`src/hw/cbp_pkg.sv`:
```
// Purpose: Shared constants for the processor-bus slave of the host bridge.
// Assumes: 20 MHz single clock, synchronous active-high reset.
// Notes: Register offsets are word addresses on the plain register port.
package cbp_pkg;

  // ==========================================================
  // Sizes
  localparam int NUM_MAPS = 4;
  localparam int ADDR_W = 32;
  localparam int DATA_W = 64;
  localparam int CMD_W = 46;
  localparam int CMD_DEPTH = 4;
  localparam int DATA_DEPTH = 8;
  localparam int PTR_W = 3;

  // ==========================================================
  // Register map (word offsets)
  localparam logic [3:0] REG_MAP_RANGE0 = 4'h0;   // Maps 0..3 at 0..3: start[31:16], end[15:0]
  localparam logic [3:0] REG_MAP_ATTR0 = 4'h4;    // Maps 0..3 at 4..7: offset[31:16], attr[7:0]
  localparam logic [3:0] REG_STATUS = 4'h8;
  localparam logic [31:0] RANGE_RESET = 32'h0000_0000;
  localparam logic [31:0] ATTR_RESET = 32'h0000_0000;

  // Attribute bit positions
  localparam int ATTR_RD_EN = 0;
  localparam int ATTR_WR_EN = 1;
  localparam int ATTR_POST_EN = 2;
  localparam int ATTR_XFER_LO = 4;  // Two-bit PCI transfer characteristics
  localparam int ATTR_XFER_HI = 5;

  // ==========================================================
  // Transfer-type classes
  typedef enum logic [1:0] {CBP_NONE, CBP_AONLY, CBP_WRITE, CBP_READ} cbp_class_t;

  // Slave state machine
  typedef enum logic [2:0] {CBP_IDLE, CBP_CMD, CBP_DATA, CBP_WAIT_PCI, CBP_ACK} cbp_state_t;

endpackage

```
`src/hw/cbp_slave.sv`:
```
// Purpose: Processor-bus slave of a host-to-PCI bridge with four map decoders.
// Assumes: One clock; bus pins sampled synchronously; PCI master drains queues.
// Notes: Command and data queues sit inside; acknowledges are active-high pulses.
//
// Operation
// - Compare upper 16 bits against four decoders
// - Decoder granularity is 64 KByte windows
// - Per-map read, write, posting, transfer attributes
// - PCI upper half is address plus offset
// - Compelled accesses acknowledged after PCI completion
// - Failed compelled access answered with retry
// - Burst writes always posted
// - Posted write with room acknowledged at once
// - Full queue holds address acknowledge back
// - Decoded address-only commands acknowledged immediately
// - Undecoded address-only commands ignored
// - Listed address-only encodings classified as such
// - Flush, kill, flush-atomic writes are writes
// - Listed read encodings classified as reads
// - External control and reserved encodings ignored
// - Commands and data pass through outbound queue
// - Processor reaches only processor-side registers
// - Boundary-crossing transfers may complete partially
`timescale 1ns/1ns
module cbp_slave
(
  input wire logic clk,                // 20 MHz clock
  input wire logic sys_rst,            // Synchronous reset, active high
  input wire logic [3:0] reg_addr,     // Register word address
  input wire logic [31:0] reg_wdata,   // Register write data
  input wire logic reg_wr,             // Register write strobe
  input wire logic reg_rd,             // Register read strobe
  output logic [31:0] reg_rdata,       // Read data, cycle after strobe
  input wire logic ts,                 // Transfer start pulse
  input wire logic [31:0] bus_addr,    // Processor address
  input wire logic [4:0] bus_tt,       // Transfer type
  input wire logic bus_burst,          // Four-beat burst
  input wire logic [63:0] bus_wdata,   // Write beat data
  output logic aack,                   // Address acknowledge pulse
  output logic ta,                     // Transfer acknowledge pulse
  output logic retry,                  // Retry pulse
  output logic [63:0] bus_rdata,       // Read beat data
  output logic cmd_valid,              // Command queue not empty
  input wire logic cmd_ready,          // PCI master takes command
  output logic [45:0] cmd_data,        // Command word
  output logic wdat_valid,             // Write data available
  input wire logic wdat_ready,         // PCI master takes write beat
  output logic [63:0] wdat_data,       // Write beat to PCI
  input wire logic rdat_valid,         // Read beat from PCI
  output logic rdat_ready,             // Room for read beat
  input wire logic [63:0] rdat_data,   // Read beat data from PCI
  input wire logic pci_done,           // Compelled access finished on PCI
  input wire logic pci_fail            // Compelled access failed on PCI
);

  // ==========================================================
  // Classification of transfer types
  function automatic cbp_pkg::cbp_class_t classify(input logic [4:0] tt);
    cbp_pkg::cbp_class_t c;
    c = cbp_pkg::CBP_NONE;
    // One line per encoding keeps the table easy to audit
    case (tt)
      5'h00: c = cbp_pkg::CBP_AONLY;  // Clean block
      5'h04: c = cbp_pkg::CBP_AONLY;  // Flush block
      5'h08: c = cbp_pkg::CBP_AONLY;  // Sync
      5'h0C: c = cbp_pkg::CBP_AONLY;  // Kill block
      5'h10: c = cbp_pkg::CBP_AONLY;  // Ordering barrier
      5'h18: c = cbp_pkg::CBP_AONLY;  // Translation invalidate
      5'h01: c = cbp_pkg::CBP_AONLY;  // Reserving load
      5'h05: c = cbp_pkg::CBP_AONLY;  // Conditional store
      5'h09: c = cbp_pkg::CBP_AONLY;  // Translation sync
      5'h0D: c = cbp_pkg::CBP_AONLY;  // Instruction block invalidate
      5'h02: c = cbp_pkg::CBP_WRITE;  // Write with flush
      5'h06: c = cbp_pkg::CBP_WRITE;  // Write with kill
      5'h12: c = cbp_pkg::CBP_WRITE;  // Write with flush, atomic
      5'h0A: c = cbp_pkg::CBP_READ;   // Read
      5'h0E: c = cbp_pkg::CBP_READ;   // Read with intent to modify
      5'h1A: c = cbp_pkg::CBP_READ;   // Read, atomic
      5'h1E: c = cbp_pkg::CBP_READ;   // Read with intent to modify, atomic
      5'h0B: c = cbp_pkg::CBP_READ;   // Read, no intent to cache
      5'h14: c = cbp_pkg::CBP_NONE;   // External control out
      5'h1C: c = cbp_pkg::CBP_NONE;   // External control in
      default: c = cbp_pkg::CBP_NONE; // Reserved encodings
    endcase
    return c;
  endfunction

  // ==========================================================
  // Map registers
  // Transfer fields are captured at start, so decoder writes made
  // during a transfer cannot move it to another window
  logic [31:0] range_q [cbp_pkg::NUM_MAPS];
  logic [31:0] attr_q [cbp_pkg::NUM_MAPS];
  cbp_pkg::cbp_state_t state_q;
  logic [3:0] hit_q;
  logic [1:0] map_q;
  logic is_write_q;
  logic burst_q;
  logic posted_q;
  logic [31:0] addr_q;
  logic [1:0] beat_q;
  logic [31:0] status_q;

  // Decoder hit per window, 64 KByte resolution on address[31:16]
  // Start and end are both inclusive. A zero range still matches the
  // lowest block; cleared attributes keep it from claiming reads and writes
  logic [3:0] hit;
  always_comb
  begin
    for (int i = 0; i < cbp_pkg::NUM_MAPS; i++)
      hit[i] = bus_addr[31:16] >= range_q[i][31:16] && bus_addr[31:16] <= range_q[i][15:0];
  end

  // Pick lowest hit; overlaps are software's problem
  // Lowest map wins only so that an overlap at least behaves
  // the same way every time
  logic [1:0] sel;
  always_comb
  begin
    sel = 2'd0;
    for (int i = cbp_pkg::NUM_MAPS - 1; i >= 0; i--)
      if (hit[i])
        sel = i[1:0];
  end

  wire cbp_pkg::cbp_class_t cls = classify(bus_tt);
  wire [31:0] sel_attr = attr_q[sel];
  wire any_hit = |hit;
  wire rd_ok = sel_attr[cbp_pkg::ATTR_RD_EN];
  wire wr_ok = sel_attr[cbp_pkg::ATTR_WR_EN];
  // Claim only enabled matching accesses
  wire claim_rw = any_hit && ((cls == cbp_pkg::CBP_READ && rd_ok) || (cls == cbp_pkg::CBP_WRITE && wr_ok));
  wire claim_ao = any_hit && cls == cbp_pkg::CBP_AONLY;
  // Burst writes always posted: no late retry point
  wire post_now = cls == cbp_pkg::CBP_WRITE && (bus_burst || sel_attr[cbp_pkg::ATTR_POST_EN]);
  // Offset sum wraps at the top of PCI space; no carry is kept
  wire [15:0] pci_hi = bus_addr[31:16] + sel_attr[31:16];

  // ==========================================================
  // Command queue
  logic [45:0] cq_mem [cbp_pkg::CMD_DEPTH];
  logic [2:0] cq_wp_q;
  logic [2:0] cq_rp_q;
  wire cq_full = (cq_wp_q[1:0] == cq_rp_q[1:0]) && (cq_wp_q[2] != cq_rp_q[2]);
  wire cq_empty = cq_wp_q == cq_rp_q;
  // Command word: write flag, burst, xfer attr, PCI address, pad
  wire [45:0] cmd_word = {is_write_q, burst_q, attr_q[map_q][cbp_pkg::ATTR_XFER_HI:cbp_pkg::ATTR_XFER_LO],
    addr_q, 10'h000};
  wire cq_pop = cmd_valid && cmd_ready;
  assign cmd_valid = !cq_empty;
  assign cmd_data = cq_mem[cq_rp_q[1:0]];

  // Data queue, shared by write and read beats
  // Direction follows the transfer in progress; a new transfer waits only for
  // room, so posted write beats can still be inside when a read starts
  logic [63:0] dq_mem [cbp_pkg::DATA_DEPTH];
  logic [3:0] dq_wp_q;
  logic [3:0] dq_rp_q;
  wire dq_full = (dq_wp_q[2:0] == dq_rp_q[2:0]) && (dq_wp_q[3] != dq_rp_q[3]);
  wire dq_empty = dq_wp_q == dq_rp_q;
  wire wbeat = state_q == cbp_pkg::CBP_DATA && is_write_q && !dq_full;
  wire rbeat_in = rdat_valid && rdat_ready;
  wire rbeat_out = state_q == cbp_pkg::CBP_DATA && !is_write_q && !dq_empty;
  wire wbeat_out = wdat_valid && wdat_ready;
  wire dq_push = wbeat || rbeat_in;
  wire dq_pop = rbeat_out || wbeat_out;
  assign rdat_ready = !is_write_q && !dq_full && state_q != cbp_pkg::CBP_IDLE;
  assign wdat_valid = !dq_empty && is_write_q;
  assign wdat_data = dq_mem[dq_rp_q[2:0]];

  // Both queues need room before the address is acknowledged; a burst
  // claims four data slots up front so it never stalls mid-burst
  wire [3:0] dq_level = dq_wp_q - dq_rp_q;
  wire [3:0] beats_need = burst_q ? 4'h4 : 4'h1;
  wire dq_room = dq_level <= 4'(cbp_pkg::DATA_DEPTH) - beats_need;
  wire cmd_go = state_q == cbp_pkg::CBP_CMD && !cq_full && dq_room;
  wire cq_push = cmd_go;
  // Read beats past the first are dropped when the read ends, so stale
  // read data never leaks out as write data of a later transfer
  wire rd_end = !is_write_q && (pci_done || pci_fail) &&
    (state_q == cbp_pkg::CBP_DATA || state_q == cbp_pkg::CBP_WAIT_PCI);

  // ==========================================================
  // Queue storage and pointers
  // Storage has no reset: only entries between the pointers are read.
  // Pointers carry one extra bit to tell full from empty.
  always_ff @(posedge clk)
  begin
    if (cq_push)
      cq_mem[cq_wp_q[1:0]] <= cmd_word;
    if (dq_push)
      dq_mem[dq_wp_q[2:0]] <= wbeat ? bus_wdata : rdat_data;
  end

  always_ff @(posedge clk)
  begin
    if (sys_rst)
    begin
      cq_wp_q <= 3'h0;
      cq_rp_q <= 3'h0;
      dq_wp_q <= 4'h0;
      dq_rp_q <= 4'h0;
    end
    else
    begin
      cq_wp_q <= cq_wp_q + 3'(cq_push);
      cq_rp_q <= cq_rp_q + 3'(cq_pop);
      dq_wp_q <= dq_wp_q + 4'(dq_push);
      dq_rp_q <= rd_end ? dq_wp_q : dq_rp_q + 4'(dq_pop);
    end
  end

  // ==========================================================
  // Slave sequencing
  // Posted writes: address acknowledge once the command is queued, then
  // one data acknowledge per beat as it enters the data queue.
  // Compelled reads and single writes: both acknowledges wait for the
  // PCI side, which removes any pipelining for those accesses.
  // A failed compelled access is answered with retry and nothing else.
  // Only one transfer is tracked; a start while busy is not seen.
  wire last_beat = !burst_q || beat_q == 2'd3;
  always_ff @(posedge clk)
  begin
    if (sys_rst)
    begin
      state_q <= cbp_pkg::CBP_IDLE;
      aack <= 1'b0;
      ta <= 1'b0;
      retry <= 1'b0;
      bus_rdata <= 64'h0000_0000_0000_0000;
      hit_q <= 4'h0;
      map_q <= 2'd0;
      is_write_q <= 1'b0;
      burst_q <= 1'b0;
      posted_q <= 1'b0;
      addr_q <= 32'h0000_0000;
      beat_q <= 2'd0;
    end
    else
    begin
      aack <= 1'b0;
      ta <= 1'b0;
      retry <= 1'b0;
      unique case (state_q)
        cbp_pkg::CBP_IDLE:
        begin
          if (ts && claim_ao)
            aack <= 1'b1;
          else if (ts && claim_rw)
          begin
            hit_q <= hit;
            map_q <= sel;
            is_write_q <= cls == cbp_pkg::CBP_WRITE;
            burst_q <= bus_burst;
            posted_q <= post_now;
            addr_q <= {pci_hi, bus_addr[15:0]};
            beat_q <= 2'd0;
            state_q <= cbp_pkg::CBP_CMD;
          end
        end
        cbp_pkg::CBP_CMD:
        begin
          // Wait states while either queue lacks room
          if (cmd_go)
          begin
            state_q <= cbp_pkg::CBP_DATA;
            if (posted_q)
              aack <= 1'b1;
          end
        end
        cbp_pkg::CBP_DATA:
        begin
          if (wbeat)
          begin
            beat_q <= beat_q + 2'd1;
            if (posted_q)
              ta <= 1'b1;
            if (last_beat)
              state_q <= posted_q ? cbp_pkg::CBP_IDLE : cbp_pkg::CBP_WAIT_PCI;
          end
          else if (rbeat_out)
          begin
            // Read data queued; released only after PCI done
            bus_rdata <= dq_mem[dq_rp_q[2:0]];
            // A single beat's completion can arrive with the beat itself;
            // missing it here would leave the processor waiting forever
            if (pci_fail)
            begin
              retry <= 1'b1;
              state_q <= cbp_pkg::CBP_IDLE;
            end
            else if (pci_done)
            begin
              aack <= 1'b1;
              ta <= 1'b1;
              state_q <= cbp_pkg::CBP_IDLE;
            end
            else
              state_q <= cbp_pkg::CBP_WAIT_PCI;
          end
          else if (!is_write_q && pci_fail)
          begin
            retry <= 1'b1;
            state_q <= cbp_pkg::CBP_IDLE;
          end
        end
        cbp_pkg::CBP_WAIT_PCI:
        begin
          if (pci_fail)
          begin
            retry <= 1'b1;
            state_q <= cbp_pkg::CBP_IDLE;
          end
          else if (pci_done)
          begin
            aack <= 1'b1;
            ta <= 1'b1;
            state_q <= cbp_pkg::CBP_IDLE;
          end
        end
        cbp_pkg::CBP_ACK:
          state_q <= cbp_pkg::CBP_IDLE;
      endcase
    end
  end

  // ==========================================================
  // Status word: state, queue levels, last hit
  // Rebuilt every cycle from live state, never stored
  always_comb
  begin
    status_q = {16'h0000, hit_q, 1'b0, 3'(state_q), cq_wp_q - cq_rp_q, 1'b0, dq_wp_q - dq_rp_q};
  end

  // Register port; processor side reaches only these
  // Decoder writes take effect at the next transfer start; the transfer
  // attributes in a command word are read when it is queued
  always_ff @(posedge clk)
  begin
    if (sys_rst)
    begin
      for (int i = 0; i < cbp_pkg::NUM_MAPS; i++)
      begin
        range_q[i] <= cbp_pkg::RANGE_RESET;
        attr_q[i] <= cbp_pkg::ATTR_RESET;
      end
      reg_rdata <= 32'h0000_0000;
    end
    else
    begin
      if (reg_wr && reg_addr < cbp_pkg::REG_MAP_ATTR0)
        range_q[reg_addr[1:0]] <= reg_wdata;
      else if (reg_wr && reg_addr < cbp_pkg::REG_STATUS)
        attr_q[reg_addr[1:0]] <= reg_wdata;
      if (reg_rd)
      begin
        if (reg_addr < cbp_pkg::REG_MAP_ATTR0)
          reg_rdata <= range_q[reg_addr[1:0]];
        else if (reg_addr < cbp_pkg::REG_STATUS)
          reg_rdata <= attr_q[reg_addr[1:0]];
        else if (reg_addr == cbp_pkg::REG_STATUS)
          reg_rdata <= status_q;
        else
          reg_rdata <= 32'h0000_0000;  // Unmapped reads zero
      end
    end
  end

  // Partial completion on boundary crossing is accepted as-is
  // No beat count is kept per command, so a cut transfer is not resumed here

endmodule

```
`config.mk`:
```
export PLATFORM = sky130hd
export DESIGN_NAME = cbp_slave
export DESIGN_NICKNAME = d
export VERILOG_FILES = /design/src/hw/cbp_pkg.sv /design/src/hw/cbp_slave.sv
export SDC_FILE = /design/constraint.sdc
export NUM_CORES = 1
export LEC_CHECK = 0
export BUFFER_PORTS_ARGS = -buffer_cell sky130_fd_sc_hd__clkbuf_2
export CAP_MARGIN = 20
export CORE_MARGIN = 5
export CORE_UTILIZATION = 60
export DETAILED_ROUTE_END_ITERATION = 8
export PLACE_DENSITY = 0.8
export REMOVE_ABC_BUFFERS = 1
export SLEW_MARGIN = 0
export SYNTH_ARGS = -nofsm -noshare
export SYNTH_HDL_FRONTEND = slang
export SYNTH_SLANG_ARGS = --single-unit
```
`constraint.sdc`:
```
create_clock -name clk -period 9.6 [get_ports clk]
set_clock_uncertainty 0.15 [all_clocks]
set_input_delay 1.92 -clock clk [delete_from_list [all_inputs] [get_ports clk]]
set_output_delay 1.92 -clock clk [all_outputs]
set_load 0.03 [all_outputs]
```
==> reports/qor.txt, run 1 <==
initial core utilization: 0.602
CP max stage cell: a211oi_4
clk slew on worst S/H paths: 60 ps
Seq/Total Area, Yosys: 0.647
Fillers: 5251
DR iter-0 viols: 3200
Worst-Skew Late Latency: 680 ps
cell mode on critical path: a211oi_1
CP Capture Type: flop
DP Wirelength: 74.8 mm
Synth Area per Inst: 13.8 sq um
Synthesis Warnings: 0
clk buf depth: 3
first-pass GRT wire length: 182 mm
Yosys top cell area share: 0.580
total track usage: 0.278
Pleak: 0.0205 uW
Synth Register Bits: 1072
Die Width: 291 microns
wire length per cell: 24.2 microns
core area: 78500 sq um
Cell variety after synth: 71
fin area: 54000 sq um
power per cell area: 195 nW/um^2
Final setup viols: 0
CP required: 10020 ps
antenna violations before repair: 7
Die Y: 291 microns
worst r2r dst: addr_q[31]$_SDFFE_PP0P_
number of max-cap violations: 0
Tcrit/Tclk final: 0.783
nets@finish: 4177
CTS Sinks: 1072
vias in the first global route: 30291
fin crit period: 7520 ps
Cells after Synth: 3420
vias per cell: 6.05
Clock Tree Root: clkbuf_16
postcts setup bufs: 0
Worst path max stage delay: 880 ps
worst-path cell chain: clkbuf_2, inv_1, ha_1, nor3b_1, o21ai_0, a211oi_1, o31ai_1, o21ai_2, a211oi_4, buf_4, nor2b_1, a211oi_1, a21oi_1, ha_1, nor2_1, nor2_1, nand2_1, o311a_1, a31o_2, o21a_1, nor3b_1, mux2_2, nor4_1, a211oi_1
overall routed net length: 120 mm
Hold/Removal Path Class: reg2reg
Startpoint Class: primary input
Synth area leaders: edfxtp_1, mux4_2, dfxtp_1
largest net degree at the start of global routing: 109
row cnt: 103
worst-margin pin slew: 1080 ps
delay-heaviest family, CP: compound AO/OA/AOI/OAI gates
Register Area: 30600 sq um
Hold Path Sink: reg_rdata[13]$_SDFFE_PP0P_
Area after DPL: 50400 sq um
CTS tree: built
Peak VDD IR: 0.000157 V
routed vias: 29942
Post-DRT Antenna Nets: 0
IO buf count: 413
grt total ovfl: 0
I/O pin total: 424
DRC errors left: 0
Synth async-reset ratio: 0
cts hold-fix bufs: 0
FF-to-FF path depth: 22
die area: 84400 sq um
CP bufs+invs: 3
multi-input logic area: 15200 sq um
slew margin rel.: 0.282
Main synth FF type: edfxtp_1
largest area contributor in the netlist: edfxtp_1
critical path class: in2reg
Layout area overhead: 14.2%
1st-pass router iterations: 5
CTS buffer count: 104
hold path depth: 2
status: complete, no violations
share of layout cells above drive strength 1: 0.233
Slew Viols, Final: 0
RSZ-0062 raised after global routing: no
final core occ: 0.688
Fin. Hold Viols: 0
setup tns final: 0 ps
worst setup margin: 2080 ps
Total Power: 10500 uW
FMAX: 133 MHz
CP Data Arrival Time: 7940 ps
CP Max Fanout: 31
H-tree Lvls: 3
Mapped Area: 47200 sq um
EDFF count, synth: 912
routability cong.: 0.948
R2R setup slack: 3210 ps
hold_sp: reg_rdata[13]$_SDFFE_PP0P_
Crit Reg-Reg Startpoint: range_q[3][16]$_DFFE_PP_
Post-Place Worst Slack: 1580 ps
CTS resizes: 0
power breakdown:
group	switching (uW)	internal [uW]
Clock	1800	2330
Sequential	64.4	5170
Combinational	757	391
Total	2620	7900
flip-flops by register name (all words and copies together), names as in the netlist, 4 cells and up, named ones only:
register   count
dq_mem       512
cq_mem       144
attr_q       128
range_q      128
bus_rdata     64
addr_q        32
reg_rdata     32
dq_rp_q        4
dq_wp_q        4
hit_q          4
worst max-delay path by stage:
stage | startpoint | to | slack [ps] | cells after the start
2_1_floorplan | dq_rp_q[0]$_SDFF_PP0_ | dq_rp_q[3]$_SDFF_PP0_ | -4550 | 11
3_3_place_gp | bus_addr[16] | addr_q[31]$_SDFFE_PP0P_ | 1720 | 24
3_5_place_dp | bus_addr[16] | addr_q[31]$_SDFFE_PP0P_ | 1580 | 24
4_1_cts | bus_addr[16] | addr_q[31]$_SDFFE_PP0P_ | 2220 | 24
5_1_grt | bus_addr[16] | addr_q[31]$_SDFFE_PP0P_ | 1790 | 24
6_report | bus_addr[16] | addr_q[31]$_SDFFE_PP0P_ | 2080 | 24
routing by layer:
layer	track usage	routed length (microns)	vias up
li1	-	-	13322
met1	0.384	46900	14874
met2	0.461	58400	1485
met3	0.0559	11200	255
met4	0.0771	3250	6
met5	0	28	-
cells in the final DEF (no fill, tap or decap), types with 15 or more instances in the layout:
| master | netlist | layout |
|---|---|---|
| nor2b_1 | 52 | 51 |
| o21ai_0 | 76 | 76 |
| clkbuf_1 | 123 | 21 |
| nor3_1 | 17 | 15 |
| edfxtp_1 | 912 | 912 |
| nand3_1 | 65 | 64 |
| inv_1 | 211 | 209 |
| clkinv_2 | 0 | 26 |
| a211oi_1 | 32 | 32 |
| clkbuf_2 | 1 | 411 |
| o211ai_1 | 15 | 15 |
| dfxtp_1 | 160 | 155 |
| mux4_2 | 230 | 230 |
| a21oi_1 | 150 | 150 |
| nor2_1 | 339 | 332 |
| a21o_1 | 15 | 15 |
| xnor2_1 | 17 | 17 |
| buf_4 | 13 | 47 |
| nand4_1 | 22 | 22 |
| nand2b_1 | 17 | 17 |
| nand2_1 | 517 | 514 |
| clkbuf_16 | 0 | 105 |
| ha_1 | 159 | 159 |
| mux2i_1 | 89 | 89 |
worst reg2reg max path, stage by stage, from the launching register on:
cell      delay (ps)
edfxtp_1         420
ha_1             300
nor3b_1           40
o21ai_0          410
a211oi_1         160
o31ai_1          510
o21ai_2          300
a211oi_4         880
buf_4            510
nor2b_1          100
a211oi_1         240
a21oi_1           70
ha_1             340
nor2_1            60
nor2_1           140
nand2_1          120
o311a_1          360
a31o_2           260
o21a_1           250
nor3b_1          200
mux2_2           180
nor4_1            40
a211oi_1         240
logic make-up after synthesis:
group                    count (synthesis)  share of synthesized area
AND/OR/NAND/NOR                       1071                     0.0952
adder cells (fa/ha/maj)                162                     0.0434
flip-flops                            1072                      0.647
multiplexers                           322                      0.129
buffers and inverters                  406                     0.0337
XOR/XNOR                                22                    0.00408
AO/OA/AOI/OAI                          364                     0.0469
other                                    1                  0.0000794
Yosys cell counts, types with 8 or more instances:
library cell    n
buf_2           8
a21oi_1       150
xnor2_1        17
buf_1          48
a211oi_1       32
nand2_1       517
nor2_1        339
edfxtp_1      912
mux4_2        230
nand4_1        22
mux2i_1        89
buf_4          13
inv_1         211
dfxtp_1       160
o21ai_1        12
nand3_1        65
nor2b_1        52
a21o_1         15
ha_1          159
nor3_1         17
clkbuf_1      123
o211ai_1       15
nand2b_1       17
o21ai_0        76
layout make-up:
cell class              count  area share
clock buffers             137      0.0530
diodes                      3    0.000139
clock inverters            61      0.0120
repair buffers            462      0.0461
flip-flops and latches   1072       0.567
multi-input cells        1951       0.283
inverters                 212      0.0147
well taps                1050      0.0243
per-stage QoR:
| stage | hold slack [ps] | std cells |
|---|---|---|
| 6_report | 339 | 4948 |
| 5_1_grt | 362 | 4945 |
| 4_1_cts | 340 | 4943 |
| 3_5_place_dp | 329 | 4745 |
| 3_3_place_gp | 321 | 4745 |
| 2_1_floorplan | 295 | 3235 |
Power figures use the tool's default switching activity.
==> inputs of run 2 (changes only) <==
--- a/config.mk
+++ b/config.mk
@@ -5,12 +5,13 @@
 export SDC_FILE = /design/constraint.sdc
 export NUM_CORES = 1
 export LEC_CHECK = 0
+export ABC_AREA = 1
 export BUFFER_PORTS_ARGS = -buffer_cell sky130_fd_sc_hd__clkbuf_2
 export CAP_MARGIN = 20
 export CORE_MARGIN = 5
-export CORE_UTILIZATION = 60
+export CORE_UTILIZATION = 54
 export DETAILED_ROUTE_END_ITERATION = 8
-export PLACE_DENSITY = 0.8
+export PLACE_DENSITY = 0.76
 export REMOVE_ABC_BUFFERS = 1
 export SLEW_MARGIN = 0
 export SYNTH_ARGS = -nofsm -noshare
==> constraint.sdc (replaced) <==
create_clock -name clk -period 6.5 [get_ports clk]
set_clock_uncertainty 0.15 [all_clocks]
set_input_delay 1.3 -clock clk [delete_from_list [all_inputs] [get_ports clk]]
set_output_delay 1.3 -clock clk [all_outputs]
set_load 0.03 [all_outputs]
==> reports/qor.txt, run 2 <==
delay-heaviest family, CP: compound AO/OA/AOI/OAI gates
Pleak: 0.0213 uW
Crit. Startpoint: bus_addr[23]
I/O pin total: 424
Fin. Hold Viols: 0
postcts setup bufs: 0
CP required: 6970 ps
CP bufs+invs: 2
DP Wirelength: 82.2 mm
Synth Register Bits: 1072
row cnt: 108
Yosys top cell area share: 0.580
fin area: 54400 sq um
Synth Area per Inst: 10.6 sq um
fin crit period: 5400 ps
clk buf depth: 3
initial core utilization: 0.544
CTS tree: built
DR iter-0 viols: 4034
CP Data Arrival Time: 5870 ps
Cell variety after synth: 48
Worst path max stage delay: 430 ps
Die Y: 306 microns
Layout area overhead: 15.3%
DRC errors left: 0
critical path class: in2reg
CTS buffer count: 109
Tcrit/Tclk final: 0.830
Startpoint Class: primary input
wire length per cell: 22.1 microns
Mapped Area: 47200 sq um
grt total ovfl: 0
CTS resizes: 0
IO buf count: 413
Seq/Total Area, Yosys: 0.648
Cells after Synth: 4446
Slew Viols, Final: 0
status: complete, no violations
Largest register FFs: 512
cts hold-fix bufs: 0
commonest non-fill, non-tap cells in the layout: edfxtp_1, nand2_1, nor2_1, o21ai_0, clkbuf_2
CP Max Fanout: 16
H-tree Lvls: 3
CTS Sinks: 1072
Commonest cells post-synth: edfxtp_1, nand2_1, nor2_1
core area: 86800 sq um
Synthesis Warnings: 0
largest area contributor in the netlist: edfxtp_1
first-pass GRT wire length: 200 mm
Crit Reg-Reg Startpoint: range_q[1][7]$_SDFFCE_PN0P_
cell mode on critical path: nand2_1
vias per cell: 5.85
die area: 93400 sq um
routability cong.: 0.956
RSZ-0062 raised after global routing: no
total track usage: 0.276
leading cell type in the layout, fill and taps excluded: edfxtp_1
nets@finish: 5162
Synth area leaders: edfxtp_1, dfxtp_1, nand2_1
1st-pass router iterations: 8
Clock Tree Root: clkbuf_16
share of layout cells above drive strength 1: 0.146
clk slew on worst S/H paths: 60 ps
number of max-cap violations: 0
slew margin rel.: 0.262
vias in the first global route: 33971
Synth async-reset ratio: 0
EDFF count, synth: 912
CP max stage cell: fa_1
Peak VDD IR: 0.000259 V
Area after DPL: 50500 sq um
final core occ: 0.627
Post-DRT Antenna Nets: 0
Die Width: 306 microns
worst hold margin: 320 ps
Main synth FF type: edfxtp_1
Worst-Skew Late Latency: 690 ps
CP Capture Type: flop
FMAX: 185 MHz
worst-margin pin slew: 1100 ps
overall routed net length: 133 mm
power per cell area: 372 nW/um^2
routed vias: 35362
most frequent cell after synthesis: edfxtp_1
largest net degree at the start of global routing: 142
antenna violations before repair: 4
hold_sp: hit_q[3]$_SDFFE_PP0P_
Final setup viols: 0
Hold/Removal Path Class: reg2reg
run 2: cell types whose count changed in the layout (fill, tap and decap cells not counted), sizes merged, moves of 134 or more:
cell	before	now
o21ai	89	503
nor2	339	695
o22ai	0	245
mux4	230	0
nand2	517	721
inv	215	349
run 2: worst register-to-register path, delay by kind of cell (launching register included):
kind	cells	cell delay, ps
buffers and inverters	2	280
adders and majority gates	3	950
and+or+nand+nor	14	1460
xor gates and xnor gates	1	140
AOI/OAI and AO/OA	9	1480
DFF	1	330
run 2: report_power, final:
group,leakage [uW],internal (uW),switching [uW]
combinational,0.00982,1380,4020
clock,0.00189,4000,2710
sequential,0.00961,7890,234
run 2: per-stage QoR:
| step | TNS [ps] | power [uW] | setup WS, ps | cells |
|---|---|---|---|---|
| 4_1_cts | 0 | 20300 | 1190 | 6038 |
| 2_1_floorplan | -3589740 | 11700 | -4940 | 4196 |
| 3_5_place_dp | 0 | 13600 | 495 | 5832 |
| 5_1_grt | 0 | 21100 | 773 | 6039 |
| 6_report | 0 | 20200 | 1100 | 6041 |
| 3_3_place_gp | 0 | 13500 | 574 | 5832 |
run 2: worst paths after layout:
check | endpoint | slack, ps | cells past startpoint
worst min-delay path | hit_q[3]$_SDFFE_PP0P_ | 320 | 2
worst max register to register | addr_q[30]$_SDFFE_PP0P_ | 1650 | 29
worst min register to register | hit_q[3]$_SDFFE_PP0P_ | 320 | 2
worst max-delay path | addr_q[30]$_SDFFE_PP0P_ | 1100 | 29
run 2: kinds of logic (layout without fill, tap and decap cells):
group	count (synthesis)	in the layout	synth area share
and+or+nand+nor	1518	1518	0.126
buffers and inverters	612	1040	0.0504
other	1	13	0.0000795
xor gates and xnor gates	23	23	0.00427
AOI/OAI and AO/OA	1058	1058	0.127
DFF	1072	1072	0.648
adders and majority gates	162	162	0.0434
run 2: routing by layer:
layer / vias to the layer above / track usage / share of wire
met5: - / 0 / 0.00031
met4: 6 / 0.112 / 0.043
met3: 344 / 0.0540 / 0.097
met2: 1844 / 0.443 / 0.47
met1: 16888 / 0.374 / 0.39
li1: 16280 / - / -
run 2: area by class of cell:
cell class / count / area (sq um)
clock buffer: 136 / 2940
inverter: 353 / 1340
tap: 1155 / 1450
sequential: 1072 / 30600
multi-input combinational: 2771 / 14400
clock inverter: 70 / 995
antenna: 3 / 7.51
timing repair buffer: 481 / 2640
fill: 6749 / 32400
